--- src/pkg/tsfm_pkg.sv ---
// package for the transfer switch fault monitor
package tsfm_pkg;
   localparam int unsigned CLK_HZ = 125_000_000;
   localparam int unsigned TICK_CYC = CLK_HZ;
   localparam logic [26:0] TICK_LAST = 27'(TICK_CYC - 1);
   localparam int unsigned SYNC_LIMIT_S = 120;
   localparam logic [7:0] SYNC_LIMIT = 8'(SYNC_LIMIT_S);
   localparam logic [7:0] TMR_RST = 8'h00;
   localparam logic [1:0] POS_NEUTRAL = 2'h0;
   localparam logic [1:0] POS_FIRST = 2'h1;
   localparam logic [1:0] POS_SECOND = 2'h2;
   localparam logic [1:0] APP_UTIL_GEN = 2'h0;
   localparam logic [1:0] APP_UTIL_UTIL = 2'h1;
   localparam logic [1:0] APP_GEN_GEN = 2'h2;
   typedef enum logic [2:0]
   {
      TSFM_IDLE = 3'h0,
      TSFM_OPEN = 3'h1,
      TSFM_CLOSE = 3'h2,
      TSFM_DIRECT = 3'h3,
      TSFM_SYNC = 3'h4
   } tsfm_state_t;
endpackage : tsfm_pkg

--- src/design/tsfm_monitor.sv ---
// transfer switch fault monitor: move timing, latched faults, event outputs
// Operation
// closed transition, separation failed: raise disconnect failure
// disconnect, network faults latch until reset
// sync failure after 120 seconds unmatched
// sync failure event and relay latch
// after sync failure fall back or retry
// utility-genset: second to neutral to first timed
// utility-genset: first to neutral to second timed
// other modes: preferred/backup moves timed
// open transition: open then close delays
// closed transition: direct move time checked
// move timeout latches fault until reset
// high neutral current above threshold
// load shed, retransfer inhibit follow inputs
// motor disconnect: non-automatic, no moves
// not-in-automatic is OR of conditions
// panel lock blocks buttons and setup
// rotation mismatch flags and inhibits transfer
// preferred source change event naming new
// contact open/close failure then lockout
// loss of phase: leave, block transfer
// source limit events follow sensors
// genset-genset: stop first source, flag
// common alarm ORs faults, clears on reset; the code leaves sync failure out of the OR
// lockout cleared only by reset
// timers count one-second tick, config latched
`timescale 1ns/1ps
module tsfm_monitor
(
   input wire logic i_clk_sys,
   input wire logic i_rst,
   input wire logic [1:0] i_position,
   input wire logic [1:0] i_app_mode,
   input wire logic i_closed_mode,
   input wire logic i_sync_fallback_open,
   input wire logic i_rotation_check_en,
   input wire logic i_pref_second,
   input wire logic i_move_req,
   input wire logic i_sync_req,
   input wire logic i_sources_matched,
   input wire logic i_paralleled,
   input wire logic i_separate_fail,
   input wire logic [7:0] i_open_delay_s,
   input wire logic [7:0] i_close_delay_s,
   input wire logic [7:0] i_direct_delay_s,
   input wire logic [7:0] i_separate_delay_s,
   input wire logic i_load_monitor_fitted,
   input wire logic [11:0] i_neutral_amps,
   input wire logic [11:0] i_neutral_limit,
   input wire logic i_load_shed,
   input wire logic i_retransfer_inhibit,
   input wire logic i_motor_disconnect,
   input wire logic i_spring_fail,
   input wire logic i_offline,
   input wire logic i_panel_lock,
   input wire logic i_test_btn,
   input wire logic i_override_btn,
   input wire logic i_setup_wr,
   input wire logic i_reset_btn,
   input wire logic i_rotation_mismatch,
   input wire logic [1:0] i_loss_phase,
   input wire logic [1:0] i_freq_fail,
   input wire logic [1:0] i_imbalance_fail,
   input wire logic [1:0] i_over_volt,
   input wire logic [1:0] i_under_volt,
   input wire logic i_first_not_needed,
   input wire logic i_ncm_batt_low,
   input wire logic i_ncm_comm_err,
   input wire logic i_ctrl_batt_low,
   input wire logic i_charger_err,
   output logic o_move_allow,
   output logic o_fail_disconnect,
   output logic o_fail_sync,
   output logic o_go_open_transition,
   output logic o_fail_transfer,
   output logic o_fail_retransfer,
   output logic [1:0] o_fail_open,
   output logic [1:0] o_fail_close,
   output logic o_lockout,
   output logic o_high_neutral,
   output logic o_load_shed,
   output logic o_retransfer_inhibit,
   output logic o_motor_disc,
   output logic o_not_auto,
   output logic o_panel_lock,
   output logic o_test_accept,
   output logic o_override_accept,
   output logic o_setup_accept,
   output logic o_rotation_fail,
   output logic o_transfer_inhibit,
   output logic o_pref_first_evt,
   output logic o_pref_second_evt,
   output logic [1:0] o_loss_phase,
   output logic [1:0] o_leave_source,
   output logic [1:0] o_freq_fail,
   output logic [1:0] o_imbalance_fail,
   output logic [1:0] o_over_volt,
   output logic [1:0] o_under_volt,
   output logic o_first_stop,
   output logic o_first_stopped,
   output logic o_ncm_batt_low,
   output logic o_ncm_comm_err,
   output logic o_common_alarm
);
   typedef struct packed
   {
      tsfm_pkg::tsfm_state_t st;
      logic [26:0] div;
      logic tick;
      logic [7:0] tmr;
      logic [7:0] sep_tmr;
      logic [7:0] lim_open;
      logic [7:0] lim_close;
      logic [7:0] lim_direct;
      logic [7:0] lim_sep;
      logic [1:0] from_pos;
      logic [1:0] to_pos;
      logic to_backup;
      logic ug_mode;
      logic pref_q;
      logic fdisc;
      logic fsync;
      logic fback;
      logic ftx;
      logic frtx;
      logic [1:0] fopen;
      logic [1:0] fclose;
      logic lock;
      logic nbatt;
      logic ncomm;
      logic alarm;
      logic [1:0] pref_evt;
   } tsfm_reg_t;

   tsfm_reg_t cur_ff;
   tsfm_reg_t nxt_cur;
   logic motion_ok;
   logic fault_any;

   // seconds elapsed reached a limit; zero limits still need one tick
   function automatic logic expired(input logic [7:0] t, input logic [7:0] lim);
      expired = (t >= lim);
   endfunction : expired

   function automatic logic [1:0] other_pos(input logic [1:0] p);
      other_pos = (p == tsfm_pkg::POS_FIRST) ? tsfm_pkg::POS_SECOND : tsfm_pkg::POS_FIRST;
   endfunction : other_pos

   always_comb
   begin
      nxt_cur = cur_ff;
      motion_ok = !i_motor_disconnect && !cur_ff.lock;
      // one-second tick
      nxt_cur.tick = (cur_ff.div == tsfm_pkg::TICK_LAST);
      nxt_cur.div = nxt_cur.tick ? 27'h0000000 : cur_ff.div + 27'h0000001;
      if (cur_ff.tick && cur_ff.tmr != 8'hFF)
      begin
         nxt_cur.tmr = cur_ff.tmr + 8'h01;
      end
      unique case (cur_ff.st)
         tsfm_pkg::TSFM_IDLE:
         begin
            nxt_cur.tmr = tsfm_pkg::TMR_RST;
            if (i_sync_req && i_closed_mode && motion_ok)
            begin
               nxt_cur.st = tsfm_pkg::TSFM_SYNC;
            end
            else if (i_move_req && motion_ok && i_position != tsfm_pkg::POS_NEUTRAL)
            begin
               // limits frozen for the whole attempt
               nxt_cur.lim_open = i_open_delay_s;
               nxt_cur.lim_close = i_close_delay_s;
               nxt_cur.lim_direct = i_direct_delay_s;
               nxt_cur.from_pos = i_position;
               nxt_cur.to_pos = other_pos(i_position);
               nxt_cur.ug_mode = (i_app_mode == tsfm_pkg::APP_UTIL_GEN);
               nxt_cur.to_backup = (i_position == (i_pref_second ?
                  tsfm_pkg::POS_SECOND : tsfm_pkg::POS_FIRST));
               nxt_cur.st = i_closed_mode ? tsfm_pkg::TSFM_DIRECT : tsfm_pkg::TSFM_OPEN;
            end
         end
         tsfm_pkg::TSFM_SYNC:
         begin
            if (i_sources_matched || !i_sync_req)
            begin
               nxt_cur.st = tsfm_pkg::TSFM_IDLE;
            end
            else if (cur_ff.tick && expired(cur_ff.tmr + 8'h01, tsfm_pkg::SYNC_LIMIT))
            begin
               nxt_cur.fsync = 1'b1;
               nxt_cur.fback = i_sync_fallback_open;
               nxt_cur.tmr = tsfm_pkg::TMR_RST; // retry restarts window
               if (i_sync_fallback_open)
               begin
                  nxt_cur.st = tsfm_pkg::TSFM_IDLE;
               end
            end
         end
         tsfm_pkg::TSFM_OPEN:
         begin
            if (i_position == tsfm_pkg::POS_NEUTRAL)
            begin
               nxt_cur.tmr = tsfm_pkg::TMR_RST;
               nxt_cur.st = tsfm_pkg::TSFM_CLOSE;
            end
            else if (expired(cur_ff.tmr, cur_ff.lim_open) && cur_ff.tick)
            begin
               nxt_cur.fopen[cur_ff.from_pos[1]] = 1'b1;
               nxt_cur.lock = 1'b1;
               nxt_cur.st = tsfm_pkg::TSFM_IDLE;
            end
         end
         tsfm_pkg::TSFM_CLOSE:
         begin
            if (i_position == cur_ff.to_pos)
            begin
               nxt_cur.st = tsfm_pkg::TSFM_IDLE;
            end
            else if (expired(cur_ff.tmr, cur_ff.lim_close) && cur_ff.tick)
            begin
               nxt_cur.fclose[cur_ff.to_pos[1]] = 1'b1;
               nxt_cur.lock = 1'b1;
               nxt_cur.st = tsfm_pkg::TSFM_IDLE;
            end
         end
         tsfm_pkg::TSFM_DIRECT:
         begin
            if (i_position == cur_ff.to_pos)
            begin
               nxt_cur.st = tsfm_pkg::TSFM_IDLE;
            end
            else if (expired(cur_ff.tmr, cur_ff.lim_direct) && cur_ff.tick)
            begin
               nxt_cur.st = tsfm_pkg::TSFM_IDLE;
            end
         end
         default:
         begin
            nxt_cur.st = tsfm_pkg::TSFM_IDLE;
         end
      endcase
      // timeout classification for any timed move
      if (cur_ff.st != tsfm_pkg::TSFM_IDLE && cur_ff.st != tsfm_pkg::TSFM_SYNC
          && nxt_cur.st == tsfm_pkg::TSFM_IDLE && i_position != cur_ff.to_pos)
      begin
         if (cur_ff.ug_mode)
         begin
            nxt_cur.ftx = cur_ff.ftx | (cur_ff.from_pos == tsfm_pkg::POS_FIRST);
            nxt_cur.frtx = cur_ff.frtx | (cur_ff.from_pos == tsfm_pkg::POS_SECOND);
         end
         else
         begin
            nxt_cur.ftx = cur_ff.ftx | cur_ff.to_backup;
            nxt_cur.frtx = cur_ff.frtx | !cur_ff.to_backup;
         end
      end
      // separation supervision while paralleled
      if (i_closed_mode && i_paralleled && i_separate_fail)
      begin
         if (cur_ff.sep_tmr == 8'h00)
         begin
            nxt_cur.lim_sep = i_separate_delay_s;
         end
         if (cur_ff.tick && cur_ff.sep_tmr != 8'hFF)
         begin
            nxt_cur.sep_tmr = cur_ff.sep_tmr + 8'h01;
         end
         if (cur_ff.sep_tmr != 8'h00 && expired(cur_ff.sep_tmr, cur_ff.lim_sep))
         begin
            nxt_cur.fdisc = 1'b1;
         end
      end
      else
      begin
         nxt_cur.sep_tmr = 8'h00;
      end
      nxt_cur.nbatt = cur_ff.nbatt | i_ncm_batt_low;
      nxt_cur.ncomm = cur_ff.ncomm | i_ncm_comm_err;
      // one-cycle event on preferred source change
      nxt_cur.pref_q = i_pref_second;
      nxt_cur.pref_evt = 2'b00;
      if (i_app_mode != tsfm_pkg::APP_UTIL_GEN && i_pref_second != cur_ff.pref_q)
      begin
         nxt_cur.pref_evt = i_pref_second ? 2'b10 : 2'b01;
      end
      fault_any = i_ctrl_batt_low | i_charger_err | i_spring_fail | nxt_cur.lock
         | nxt_cur.ftx | nxt_cur.frtx | nxt_cur.fdisc | nxt_cur.nbatt | nxt_cur.ncomm
         | (|nxt_cur.fopen) | (|nxt_cur.fclose);
      nxt_cur.alarm = cur_ff.alarm | fault_any;
      // reset clears latches; a disconnect or network fault present this cycle wins and sets its latch again
      if (i_reset_btn)
      begin
         nxt_cur.fdisc = i_closed_mode && i_paralleled && i_separate_fail
            && cur_ff.sep_tmr != 8'h00 && expired(cur_ff.sep_tmr, cur_ff.lim_sep);
         nxt_cur.nbatt = i_ncm_batt_low;
         nxt_cur.ncomm = i_ncm_comm_err;
         nxt_cur.fsync = 1'b0;
         nxt_cur.fback = 1'b0;
         nxt_cur.ftx = 1'b0;
         nxt_cur.frtx = 1'b0;
         nxt_cur.fopen = 2'b00;
         nxt_cur.fclose = 2'b00;
         nxt_cur.lock = 1'b0;
         nxt_cur.alarm = 1'b0; // drops for a cycle, then reasserts if faults persist
      end
   end

   always_ff @(posedge i_clk_sys)
   begin
      if (i_rst)
      begin
         cur_ff <= '0;
      end
      else
      begin
         cur_ff <= nxt_cur;
      end
   end

   // outputs registered so every port is a flip-flop
   always_ff @(posedge i_clk_sys)
   begin
      if (i_rst)
      begin
         o_move_allow <= 1'b0;
         o_high_neutral <= 1'b0;
         o_load_shed <= 1'b0;
         o_retransfer_inhibit <= 1'b0;
         o_motor_disc <= 1'b0;
         o_not_auto <= 1'b0;
         o_panel_lock <= 1'b0;
         o_test_accept <= 1'b0;
         o_override_accept <= 1'b0;
         o_setup_accept <= 1'b0;
         o_rotation_fail <= 1'b0;
         o_transfer_inhibit <= 1'b0;
         o_loss_phase <= 2'b00;
         o_leave_source <= 2'b00;
         o_freq_fail <= 2'b00;
         o_imbalance_fail <= 2'b00;
         o_over_volt <= 2'b00;
         o_under_volt <= 2'b00;
         o_first_stop <= 1'b0;
         o_first_stopped <= 1'b0;
      end
      else
      begin
         o_move_allow <= !i_motor_disconnect && !nxt_cur.lock;
         o_high_neutral <= i_load_monitor_fitted && (i_neutral_amps > i_neutral_limit);
         o_load_shed <= i_load_shed;
         o_retransfer_inhibit <= i_retransfer_inhibit;
         o_motor_disc <= i_motor_disconnect;
         o_not_auto <= i_motor_disconnect | i_spring_fail | i_offline
            | nxt_cur.lock | nxt_cur.fdisc;
         o_panel_lock <= i_panel_lock;
         o_test_accept <= i_test_btn && !i_panel_lock;
         o_override_accept <= i_override_btn && !i_panel_lock;
         o_setup_accept <= i_setup_wr && !i_panel_lock;
         o_rotation_fail <= i_rotation_check_en && i_rotation_mismatch;
         o_transfer_inhibit <= (i_rotation_check_en && i_rotation_mismatch)
            | (|i_loss_phase);
         o_loss_phase <= i_loss_phase;
         o_leave_source <= i_loss_phase;
         o_freq_fail <= i_freq_fail;
         o_imbalance_fail <= i_imbalance_fail;
         o_over_volt <= i_over_volt;
         o_under_volt <= i_under_volt;
         o_first_stop <= (i_app_mode == tsfm_pkg::APP_GEN_GEN) && i_first_not_needed;
         o_first_stopped <= (i_app_mode == tsfm_pkg::APP_GEN_GEN) && i_first_not_needed;
      end
   end

   assign o_fail_disconnect = cur_ff.fdisc;
   assign o_fail_sync = cur_ff.fsync;
   assign o_go_open_transition = cur_ff.fback;
   assign o_fail_transfer = cur_ff.ftx;
   assign o_fail_retransfer = cur_ff.frtx;
   assign o_fail_open = cur_ff.fopen;
   assign o_fail_close = cur_ff.fclose;
   assign o_lockout = cur_ff.lock;
   assign o_pref_first_evt = cur_ff.pref_evt[0];
   assign o_pref_second_evt = cur_ff.pref_evt[1];
   assign o_ncm_batt_low = cur_ff.nbatt;
   assign o_ncm_comm_err = cur_ff.ncomm;
   assign o_common_alarm = cur_ff.alarm;
endmodule : tsfm_monitor

--- config.mk ---
export PLATFORM = sky130hd
export DESIGN_NAME = tsfm_monitor
export DESIGN_NICKNAME = d
export VERILOG_FILES = /design/src/pkg/tsfm_pkg.sv /design/src/design/tsfm_monitor.sv
export SDC_FILE = /design/constraint.sdc
export NUM_CORES = 1
export LEC_CHECK = 0
export BUFFER_PORTS_ARGS = -buffer_cell sky130_fd_sc_hd__buf_2
export CAP_MARGIN = 20
export CORE_AREA = 2 2 77 152
export CTS_BUF_LIST = sky130_fd_sc_hd__clkbuf_4 sky130_fd_sc_hd__clkbuf_8
export DETAILED_ROUTE_END_ITERATION = 16
export DIE_AREA = 0 0 79 154
export PLACE_DENSITY = 0.81
export REMOVE_ABC_BUFFERS = 1
export SLEW_MARGIN = 20
export SYNTH_ARGS = -nofsm -noshare
export SYNTH_HDL_FRONTEND = slang
export SYNTH_SLANG_ARGS = --single-unit
--- constraint.sdc ---
create_clock -name i_clk_sys -period 2.7 [get_ports i_clk_sys]
set_clock_uncertainty 0.2 [all_clocks]
set_input_delay 0.27 -clock i_clk_sys [delete_from_list [all_inputs] [get_ports i_clk_sys]]
set_output_delay 0.27 -clock i_clk_sys [all_outputs]
set_load 0.02 [all_outputs]
==> results of run 1 <==
-- logic make-up after synthesis --
family                     Yosys count  synth area share (%)
AOI/OAI and AO/OA                  109                  12.0
buffers and inverters               81                  5.85
xor gates and xnor gates            39                  5.68
muxes                               11                  1.83
adders and majority gates           49                  10.2
DFF                                124                  41.3
and+or+nand+nor                    284                  23.2
-- cell type report --
type | count | area [um^2] | share of cell area, %
multi-input combinational | 492 | 3180 | 39.9
sequential | 124 | 2480 | 31.1
timing repair buffer | 219 | 1500 | 18.8
clock buffer | 19 | 262 | 3.28
inverter | 56 | 210 | 2.64
tap | 140 | 175 | 2.20
clock inverter | 13 | 165 | 2.07
-- critical path, cell delays in order, from the launching register on --
cell      delay, ns
dfxtp_1        0.34
inv_1          0.08
ha_1           0.29
nand2b_1       0.15
a2111o_1       0.46
a311oi_1       0.40
a221oi_2       0.07
nand3_1        0.15
o211ai_1       0.12
-- cell usage after synthesis, drive strengths merged, types with 3 or more instances --
cell,n
dfxtp,124
nand2,87
nor2,84
inv,56
ha,49
a21oi,48
nand3,27
xor2,26
nor2b,17
buf,16
o21ai,16
xnor2,13
nor3,12
mux2i,11
nand4,10
clkbuf,9
nor4,9
a21o,7
and2,7
and3,7
nand2b,6
a211oi,5
a31oi,4
nor4b,4
o211ai,4
o21a,4
o31ai,4
and4,3
nor3b,3
-- where the power goes --
group | total [uW] | leakage, uW | internal, uW | switching, uW
Combinational | 454 | 0.00221 | 226 | 228
Sequential | 1910 | 0.00101 | 1880 | 28.9
Clock | 1730 | 0.000205 | 966 | 767
-- through the flow --
step	std cells	setup WS [ns]	instance area, um^2	power (uW)
after global placement	961	0.429	6840	2310
after detailed placement	961	0.364	6840	2320
final	1063	0.321	7970	4100
after global routing	1063	0.150	7970	4270
after floorplan	672	0.445	5870	2140
after CTS	1063	0.336	7970	4130
-- worst max-delay path by stage --
stage | end | slack (ns) | depth (start not counted)
after global routing | o_common_alarm | 0.15 | 7
final | o_common_alarm | 0.32 | 8
after detailed placement | cur_ff[68] | 0.36 | 7
after CTS | o_common_alarm | 0.34 | 8
after global placement | o_common_alarm | 0.43 | 8
after floorplan | o_common_alarm | 0.44 | 8
-- per-layer routing --
metal | part of all wire (%) | vias to the layer above | GRT usage (%)
met5 | 0 | - | 0
met4 | 3.3 | 0 | 12.8
met3 | 4.1 | 44 | 5.75
met2 | 57 | 153 | 50.7
met1 | 35 | 2601 | 25.9
li1 | - | 2794 | -
-- registers in the layout, summed over array words and instances (netlist names), 2 cells and up --
| signal | cells |
|---|---|
| o_imbalance_fail | 2 |
| o_fail_close | 2 |
| o_over_volt | 2 |
| o_leave_source | 2 |
| o_fail_open | 2 |
| o_freq_fail | 2 |
| o_under_volt | 2 |
| cur_ff | 86 |
-- what timing repair did --
item                      in CTS  in global routing
gates resized for setup        0                  0
setup buffers                  0                  0
hold buffers                  70                  0
hold endpoints to repair      67                  0
==> key figures, run 1 <==
Floorplan
  – I/O Pins: 139
  – FP Rows: 54
  – Initial core utilization: 54.9%
  – Die width: 79 um
  – Core area: 0.0109 mm^2
  – Die area: ~0.012 mm^2
  – Vert. Die Dim: 154 um

Clocking
  – Clock root buffer: clkbuf_8
  – TritonCTS Sinks: 124
  – CTS tree: yes
  – Clock Latency Late Sink: between 0.4 and 0.5 ns
  – CTS Buffer Depth: 2
  – Clk slew on worst S/H paths: 0.08 ns
  – # H-tree levels: 4
  – Num CTS Buffers: 17

Yosys
  – Share of the synthesized area in the top cell type: 41.3%
  – Number of synthesized flops with an enable pin: 0
  – Ys async rst share: 0%
  – Synth unique cells: 66
  – Area contributors post-synth: dfxtp_1, ha_1, nand2_1, nor2_1, a21oi_1
  – Cells after synthesis: 697
  – Syn Std Cell Area: 0.00601 mm^2
  – Number of synthesized register bits: approximately 120
  – Leading area contributor after synthesis: dfxtp_1
  – Seq/Total Area, Yosys: 41.3%
  – Post-synth top flop: dfxtp_1
  – Synthesized area per cell: 8.62 um^2
  – Synth Warn #: 0

Critical path
  – Required @ worst endpoint: about 2.8 ns
  – Max Fanout on Critical Path: 3
  – Crit start category: register
  – Worst reg2reg path depth: 8
  – Reg2Reg Setup Slack: around 0.32 ns
  – R2R Path End: o_common_alarm
  – WS Path Type: register to register
  – Worst R2R Start: cur_ff[62]
  – Crit path arrival time: about 2.5 ns
  – Launch point of the worst path: cur_ff[62]
  – Crit end category: register

Layout
  – Final Util: around 73%
  – Fillers: 827
  – Area grow syn2layout: 32.6%
  – Most frequent cells in the layout: buf_2, dfxtp_1, nand2_1, nor2_1, dlygate4sd3_1
  – Share of layout cells above drive strength 1: 21.8%
  – N_diodes: 0
  – Nets: around 1100
  – Commonest non-fill, non-tap cell in the layout: buf_2

Detailed routing
  – DR pass1 iterations: 6
  – Antenna Nets Post-Route: 0
  – Post-Route WL: 15400 um
  – Iteration-0 DRC Markers: around 320
  – Via Count: 5592
  – Via/cell ratio: 5.26
  – Drt wl/cell: 14.5 um
  – Drt drc: 0

Run
  – Max-cap violations: 0

Timing
  – Normalized max-slew margin: 56.7%
  – Fmax: 420 MHz
  – Final worst-path cycle share: 88.1%
  – Slew Viols, Final: 0
  – Worst-margin pin slew: 0.647 ns
  – Min Hold Slack: 0.0372 ns
  – Final setup violation count: 0
  – Endpoints failing hold: 0
  – RSZ-0062 raised after global routing: no
  – Setup_tns: 0 ns
  – Final Critical Period: 2.38 ns

Placed design
  – RePlAce Congestion: 0.883
  – HPWL after detailed placement: approximately 11000 um
  – Port Buffers: roughly 140

Outcome
  – Status: completed

Power
  – Peak VDD IR: between 0.0004 and 0.0005 V
  – Leakage: 0.00343 uW
  – PwrDens: slightly above 500 mW/mm^2

Hold path
  – Hold Path Depth: 5
  – Min-delay worst type: input pin to register
  – Hold Path Sink: o_common_alarm
  – Hold Startpoint: i_ctrl_batt_low

Global routing
  – Largest net degree at the start of global routing: 62
  – First-pass GRT wire length: 25600 um
  – Global route total overflow: 0
  – Antenna violations before repair: 0
  – Gr usage total: 26.5%
  – Vias in the first global route: 5747
No activity file was read; power rests on OpenSTA's default activity.
==> run 2, diff against run 1 <==
Settings changed: CORE_AREA 2 2 77 152 to 2 2 96 191, DIE_AREA 0 0 79 154 to 0 0 98 193, PLACE_DENSITY 0.81 to default.
==> key figures, run 2 (synthesis gave the netlist of run 1 again) <==
Outcome
  – Status: completed

Clocking
  – Clk slew on worst S/H paths: 0.08 ns
  – TritonCTS Sinks: around 120
  – Postcts setup bufs: 0
  – CTS Buffer Depth: 2
  – # H-tree levels: 4
  – CTS tree: yes
  – Clock Latency Late Sink: between 0.4 and 0.5 ns
  – Num CTS Buffers: 17
  – Clock root buffer: clkbuf_8

Global routing
  – First-pass GRT wire length: 23800 um
  – Gr usage total: 15.4%
  – Vias in the first global route: 5236
  – Largest net degree at the start of global routing: 32
  – Antenna violations before repair: 0
  – Global route total overflow: 0

Power
  – Peak VDD IR: 0.000354 V
  – PwrDens: between 400 and 500 mW/mm^2
  – Comb pwr share: 11.0%
  – Leakage: 0.00339 uW
  – Int Pwr: 2940 uW
  – Clock power frac: 41.0%
  – Switching part of the total: roughly a quarter
  – Psw: 1030 uW
  – Part of the power in registers: 48.1%

Layout
  – Commonest non-fill, non-tap cell in the layout: buf_2
  – Non-Filler Cell Area, Final: 0.00796 mm^2
  – Layout Cells excl Fill: 1130
  – N_diodes: 0
  – Nets: between 1000 and 1500
  – Most flops, register: cur_ff
  – Share of layout cells above drive strength 1: 21.8%
  – Max FFs per register: 86
  – Area grow syn2layout: 32.4%
  – Most frequent cells in the layout: buf_2, dfxtp_1, nand2_1, nor2_1, dlygate4sd3_1

Timing
  – Setup_tns: 0 ns
  – Final setup violation count: 0
  – Endpoints failing hold: 0
  – Final Critical Period: 2.48 ns
  – Normalized max-slew margin: roughly three fifths
  – Fmax: a little over 400 MHz
  – Min Hold Slack: around 0.041 ns
  – Final worst-path cycle share: roughly nine tenths
  – Worst-margin pin slew: 0.607 ns
  – RSZ-0062 raised after global routing: no
  – Min setup slack post-route: roughly 0.22 ns
  – Slew Viols, Final: 0

Detailed routing
  – Via Count: 5341
  – Iteration-0 DRC Markers: 197
  – Drt wl/cell: 12.7 um
  – Metal1 wirelength: 6550 um
  – Met2 wire length: 6730 um
  – Uppermost routed layer: met4
  – DR pass1 iterations: 4
  – Antenna Nets Post-Route: 0
  – Drt drc: 0
  – Routed length on met3: 896 um
  – Via/cell ratio: 4.73
  – Post-Route WL: between 10000 and 15000 um

Placed design
  – Pre-CTS setup slack: approximately 0.15 ns
  – RePlAce Congestion: 0.798
  – HPWL after detailed placement: 10200 um
  – Placed cells: between 1000 and 1500
  – Post-Place Cell Area: just under 0.007 mm^2
  – Port Buffers: 138

Floorplan
  – Initial core utilization: 34.3%
  – Die width: 98 um
  – I/O Pins: 139
  – Die area: about 0.019 mm^2
  – Vert. Die Dim: around 190 um
  – FP Rows: 69
  – Core area: 0.0175 mm^2

Run
  – Max-cap violations: 0

Hold path
  – Min-delay worst type: input pin to register
  – Hold Path Depth: 4

Critical path
  – Worst reg2reg path depth: 8
  – Required @ worst endpoint: 2.82 ns
  – Crit path arrival time: between 2 and 3 ns
  – WS Path Type: register to register
  – Max Fanout on Critical Path: 8
  – Crit end category: register
  – Crit start category: register
==> run 2: cell types whose count changed in the layout (fill, tap and decap cells not counted), sizes merged <==
cell,previous run,this run
clkinvlp,4,3
dlygate4sd3,70,66
inv,58,59
buf,149,148
clkbuf,19,18
bufinv,3,2
clkinv,4,5
==> run 2: worst paths after layout <==
| check | from | endpoint | slack [ns] |
|---|---|---|---|
| worst max-delay path | cur_ff[62] | o_common_alarm | 0.22 |
| worst max register to register | cur_ff[62] | o_common_alarm | 0.22 |
| worst min register to register | cur_ff[15] | o_pref_second_evt | 0.23 |
| worst min-delay path | i_spring_fail | o_not_auto | 0.04 |
==> run 2: final cells by class <==
type / instances / area [um^2]
clock buffer: 18 / 248
multi-input combinational: 492 / 3180
clock inverter: 13 / 141
inverter: 56 / 210
tap: 213 / 267
fill: 1753 / 9570
timing repair buffer: 214 / 1430
sequential: 124 / 2480
==> run 2: critical path: stages (launching register included) <==
cell and delay, ns:
dfxtp_1 0.48, inv_1 0.13, ha_1 0.28, nand2b_1 0.14, a2111o_1 0.43, a311oi_1 0.38
a221oi_2 0.07, nand3_1 0.14, o211ai_1 0.12
==> run 2: metal layers <==
layer / track usage, % / vias to the layer above
met2: 25.4 / 152
met5: 0 / -
met4: 5.13 / 0
met3: 4.04 / 15
met1: 19.7 / 2384
li1: - / 2790
==> run 2: repair_timing <==
action	4_1_cts	5_1_grt
hold buffers	66	0
resized for setup	0	2
endpoints found under the setup margin	0	6
endpoints found under the hold margin	66	0
==> run 2: power groups by stage <==
stage	logic [uW]	clock network, uW	registers [uW]
2_1_floorplan	163	0	1980
3_3_place_gp	358	0	1950
3_5_place_dp	363	0	1950
4_1_cts	436	1670	1910
5_1_grt	489	1750	1910
6_report	435	1630	1910
==> run 2: stage by stage <==
step / utilization [%] / power (uW)
after floorplan: - / 2140
after global placement: 39.4 / 2310
after detailed placement: 39.4 / 2310
after CTS: 45.4 / 4010
after global routing: 45.4 / 4150
final: 45.4 / 3970
==> run 3, diff against run 2 <==
Settings changed: CORE_AREA 2 2 96 191 to 2 2 81 161, DIE_AREA 0 0 98 193 to 0 0 83 163, PLACE_DENSITY from default to 0.73.
==> key figures, run 3 (synthesis gave the netlist of run 1 again) <==
Global routing
  – Antenna violations before repair: 0
  – Gr usage total: 22.0%
  – Largest net degree at the start of global routing: 48
  – Vias in the first global route: 5445
  – First-pass GRT wire length: ~24000 um
  – Global route total overflow: 0

Layout
  – Share of layout cells above drive strength 1: 21.8%
  – Fillers: a little over 1000
  – Nets: 1053
  – Most flops, register: cur_ff
  – Max FFs per register: 86
  – Commonest non-fill, non-tap cell in the layout: buf_2
  – Most frequent cells in the layout: buf_2, dfxtp_1, nand2_1, nor2_1, dlygate4sd3_1
  – Layout Cells excl Fill: 1069
  – N_diodes: 0
  – Area grow syn2layout: 32.3%

Critical path
  – Max Fanout on Critical Path: 8
  – Worst reg2reg path depth: 8
  – Reg2Reg Setup Slack: 0.23 ns
  – Crit end category: register
  – Launch point of the worst path: cur_ff[62]
  – WS Path Type: register to register
  – Crit start category: register
  – Crit path arrival time: 2.58 ns
  – Required @ worst endpoint: 2.81 ns
  – End point of the critical path: o_common_alarm
  – R2R Path End: o_common_alarm
  – Worst R2R Start: cur_ff[62]

Detailed routing
  – Drt drc: 0
  – Iteration-0 DRC Markers: 250
  – Via Count: between 5000 and 6000
  – Routed length on met3: approximately 730 um
  – Antenna Nets Post-Route: 0
  – Post-Route WL: 14600 um
  – Via/cell ratio: 5.13
  – Metal1 wirelength: 6480 um
  – Met2 wire length: 7110 um
  – Drt wl/cell: 13.6 um
  – DR pass1 iterations: 5
  – Uppermost routed layer: met4

Floorplan
  – Die width: ~83 um
  – Die area: 0.0135 mm^2
  – Initial core utilization: 48.4%
  – Vert. Die Dim: 163 um
  – Core area: 0.0124 mm^2
  – FP Rows: 58
  – I/O Pins: roughly 140

Timing
  – RSZ-0062 raised after global routing: no
  – Fmax: 405 MHz
  – Normalized max-slew margin: roughly 58%
  – Slew Viols, Final: 0
  – Endpoints failing hold: 0
  – Worst-margin pin slew: between 0.6 and 0.7 ns
  – Min setup slack post-route: 0.232 ns
  – Setup_tns: 0 ns
  – Final setup violation count: 0
  – Final Critical Period: about 2.5 ns
  – Final worst-path cycle share: 91.4%

Hold path
  – Min-delay worst type: input pin to register

Clocking
  – Clk slew on worst S/H paths: 0.07 ns
  – Clock Latency Late Sink: 0.44 ns
  – Clock root buffer: clkbuf_8
  – CTS tree: yes
  – # H-tree levels: 4
  – TritonCTS Sinks: around 120
  – Num CTS Buffers: 17
  – CTS Buffer Depth: 2

Run
  – Max-cap violations: 0

Power
  – Leakage: 0.00342 uW
  – Peak VDD IR: 0.000559 V
  – PwrDens: 528 mW/mm^2

Placed design
  – HPWL after detailed placement: 10000 um
  – Pre-CTS setup slack: 0.263 ns
  – RePlAce Congestion: just under 0.9
  – Port Buffers: around 140
  – Placed cells: 970

Outcome
  – Status: completed
run 3: cell count changes in the layout (fill, tap and decap cells not counted), sizes merged:
cell / delta
clkinv: -2
clkbuf: +4
bufinv: +2
dlygate4sd3: +1
inv: -3
run 3: power breakdown:
| group | switching (uW) | internal, uW | leakage (uW) | total [uW] |
|---|---|---|---|---|
| combinational | 220 | 221 | 0.00219 | 441 |
| sequential | 28.9 | 1880 | 0.00101 | 1910 |
| clock | 738 | 1110 | 0.000225 | 1850 |
run 3: final cells by class:
class	instances	area, um^2	area share (%)
Inverter	56	210	2.64
Multi-Input combinational cell	492	3180	40.0
Clock inverter	10	161	2.03
Clock buffer	22	297	3.73
Timing Repair Buffer	215	1440	18.1
Sequential cell	124	2480	31.2
Tap cell	150	188	2.36
run 3: worst min-delay path by stage:
stage,start,to,cells past startpoint
global route,i_sync_req,cur_ff[100],5
CTS,i_spring_fail,o_not_auto,4
finish,i_spring_fail,o_not_auto,4
global placement,cur_ff[15],o_pref_second_evt,1
floorplan,i_rst,cur_ff[16],1
detailed placement,cur_ff[15],o_pref_second_evt,1
run 3: through the flow:
stage	power, uW	hold WS, ns	cell area, um^2	utilization [%]
floorplan	2140	0.139	5870	-
global placement	2300	0.210	6820	55.0
detailed placement	2310	0.206	6820	55.0
CTS	4230	0.0120	7950	64.1
global route	4370	0.0647	7950	64.1
finish	4200	0.0404	7950	64.1
run 3: timing repair:
item | in CTS | in global routing
hold endpoints to repair | 69 | 0
resized for setup | 0 | 1
hold buffers | 67 | 0
buffers inserted | 0 | 0
endpoints found under the setup margin | 0 | 2
run 3: worst max-delay path, stage by stage, from the launching register on:
cell      delay (ns)
dfxtp_1         0.48
inv_1           0.12
ha_1            0.27
nand2b_1        0.13
a2111o_1        0.42
a311oi_1        0.38
a221oi_2        0.07
nand3_1         0.15
o211ai_1        0.12
run 3: layer usage:
layer	vias up	global-route usage, %
met4	0	7.23
met3	20	5.93
met1	2523	27.1
met5	-	0
li1	2785	-
met2	151	37.1
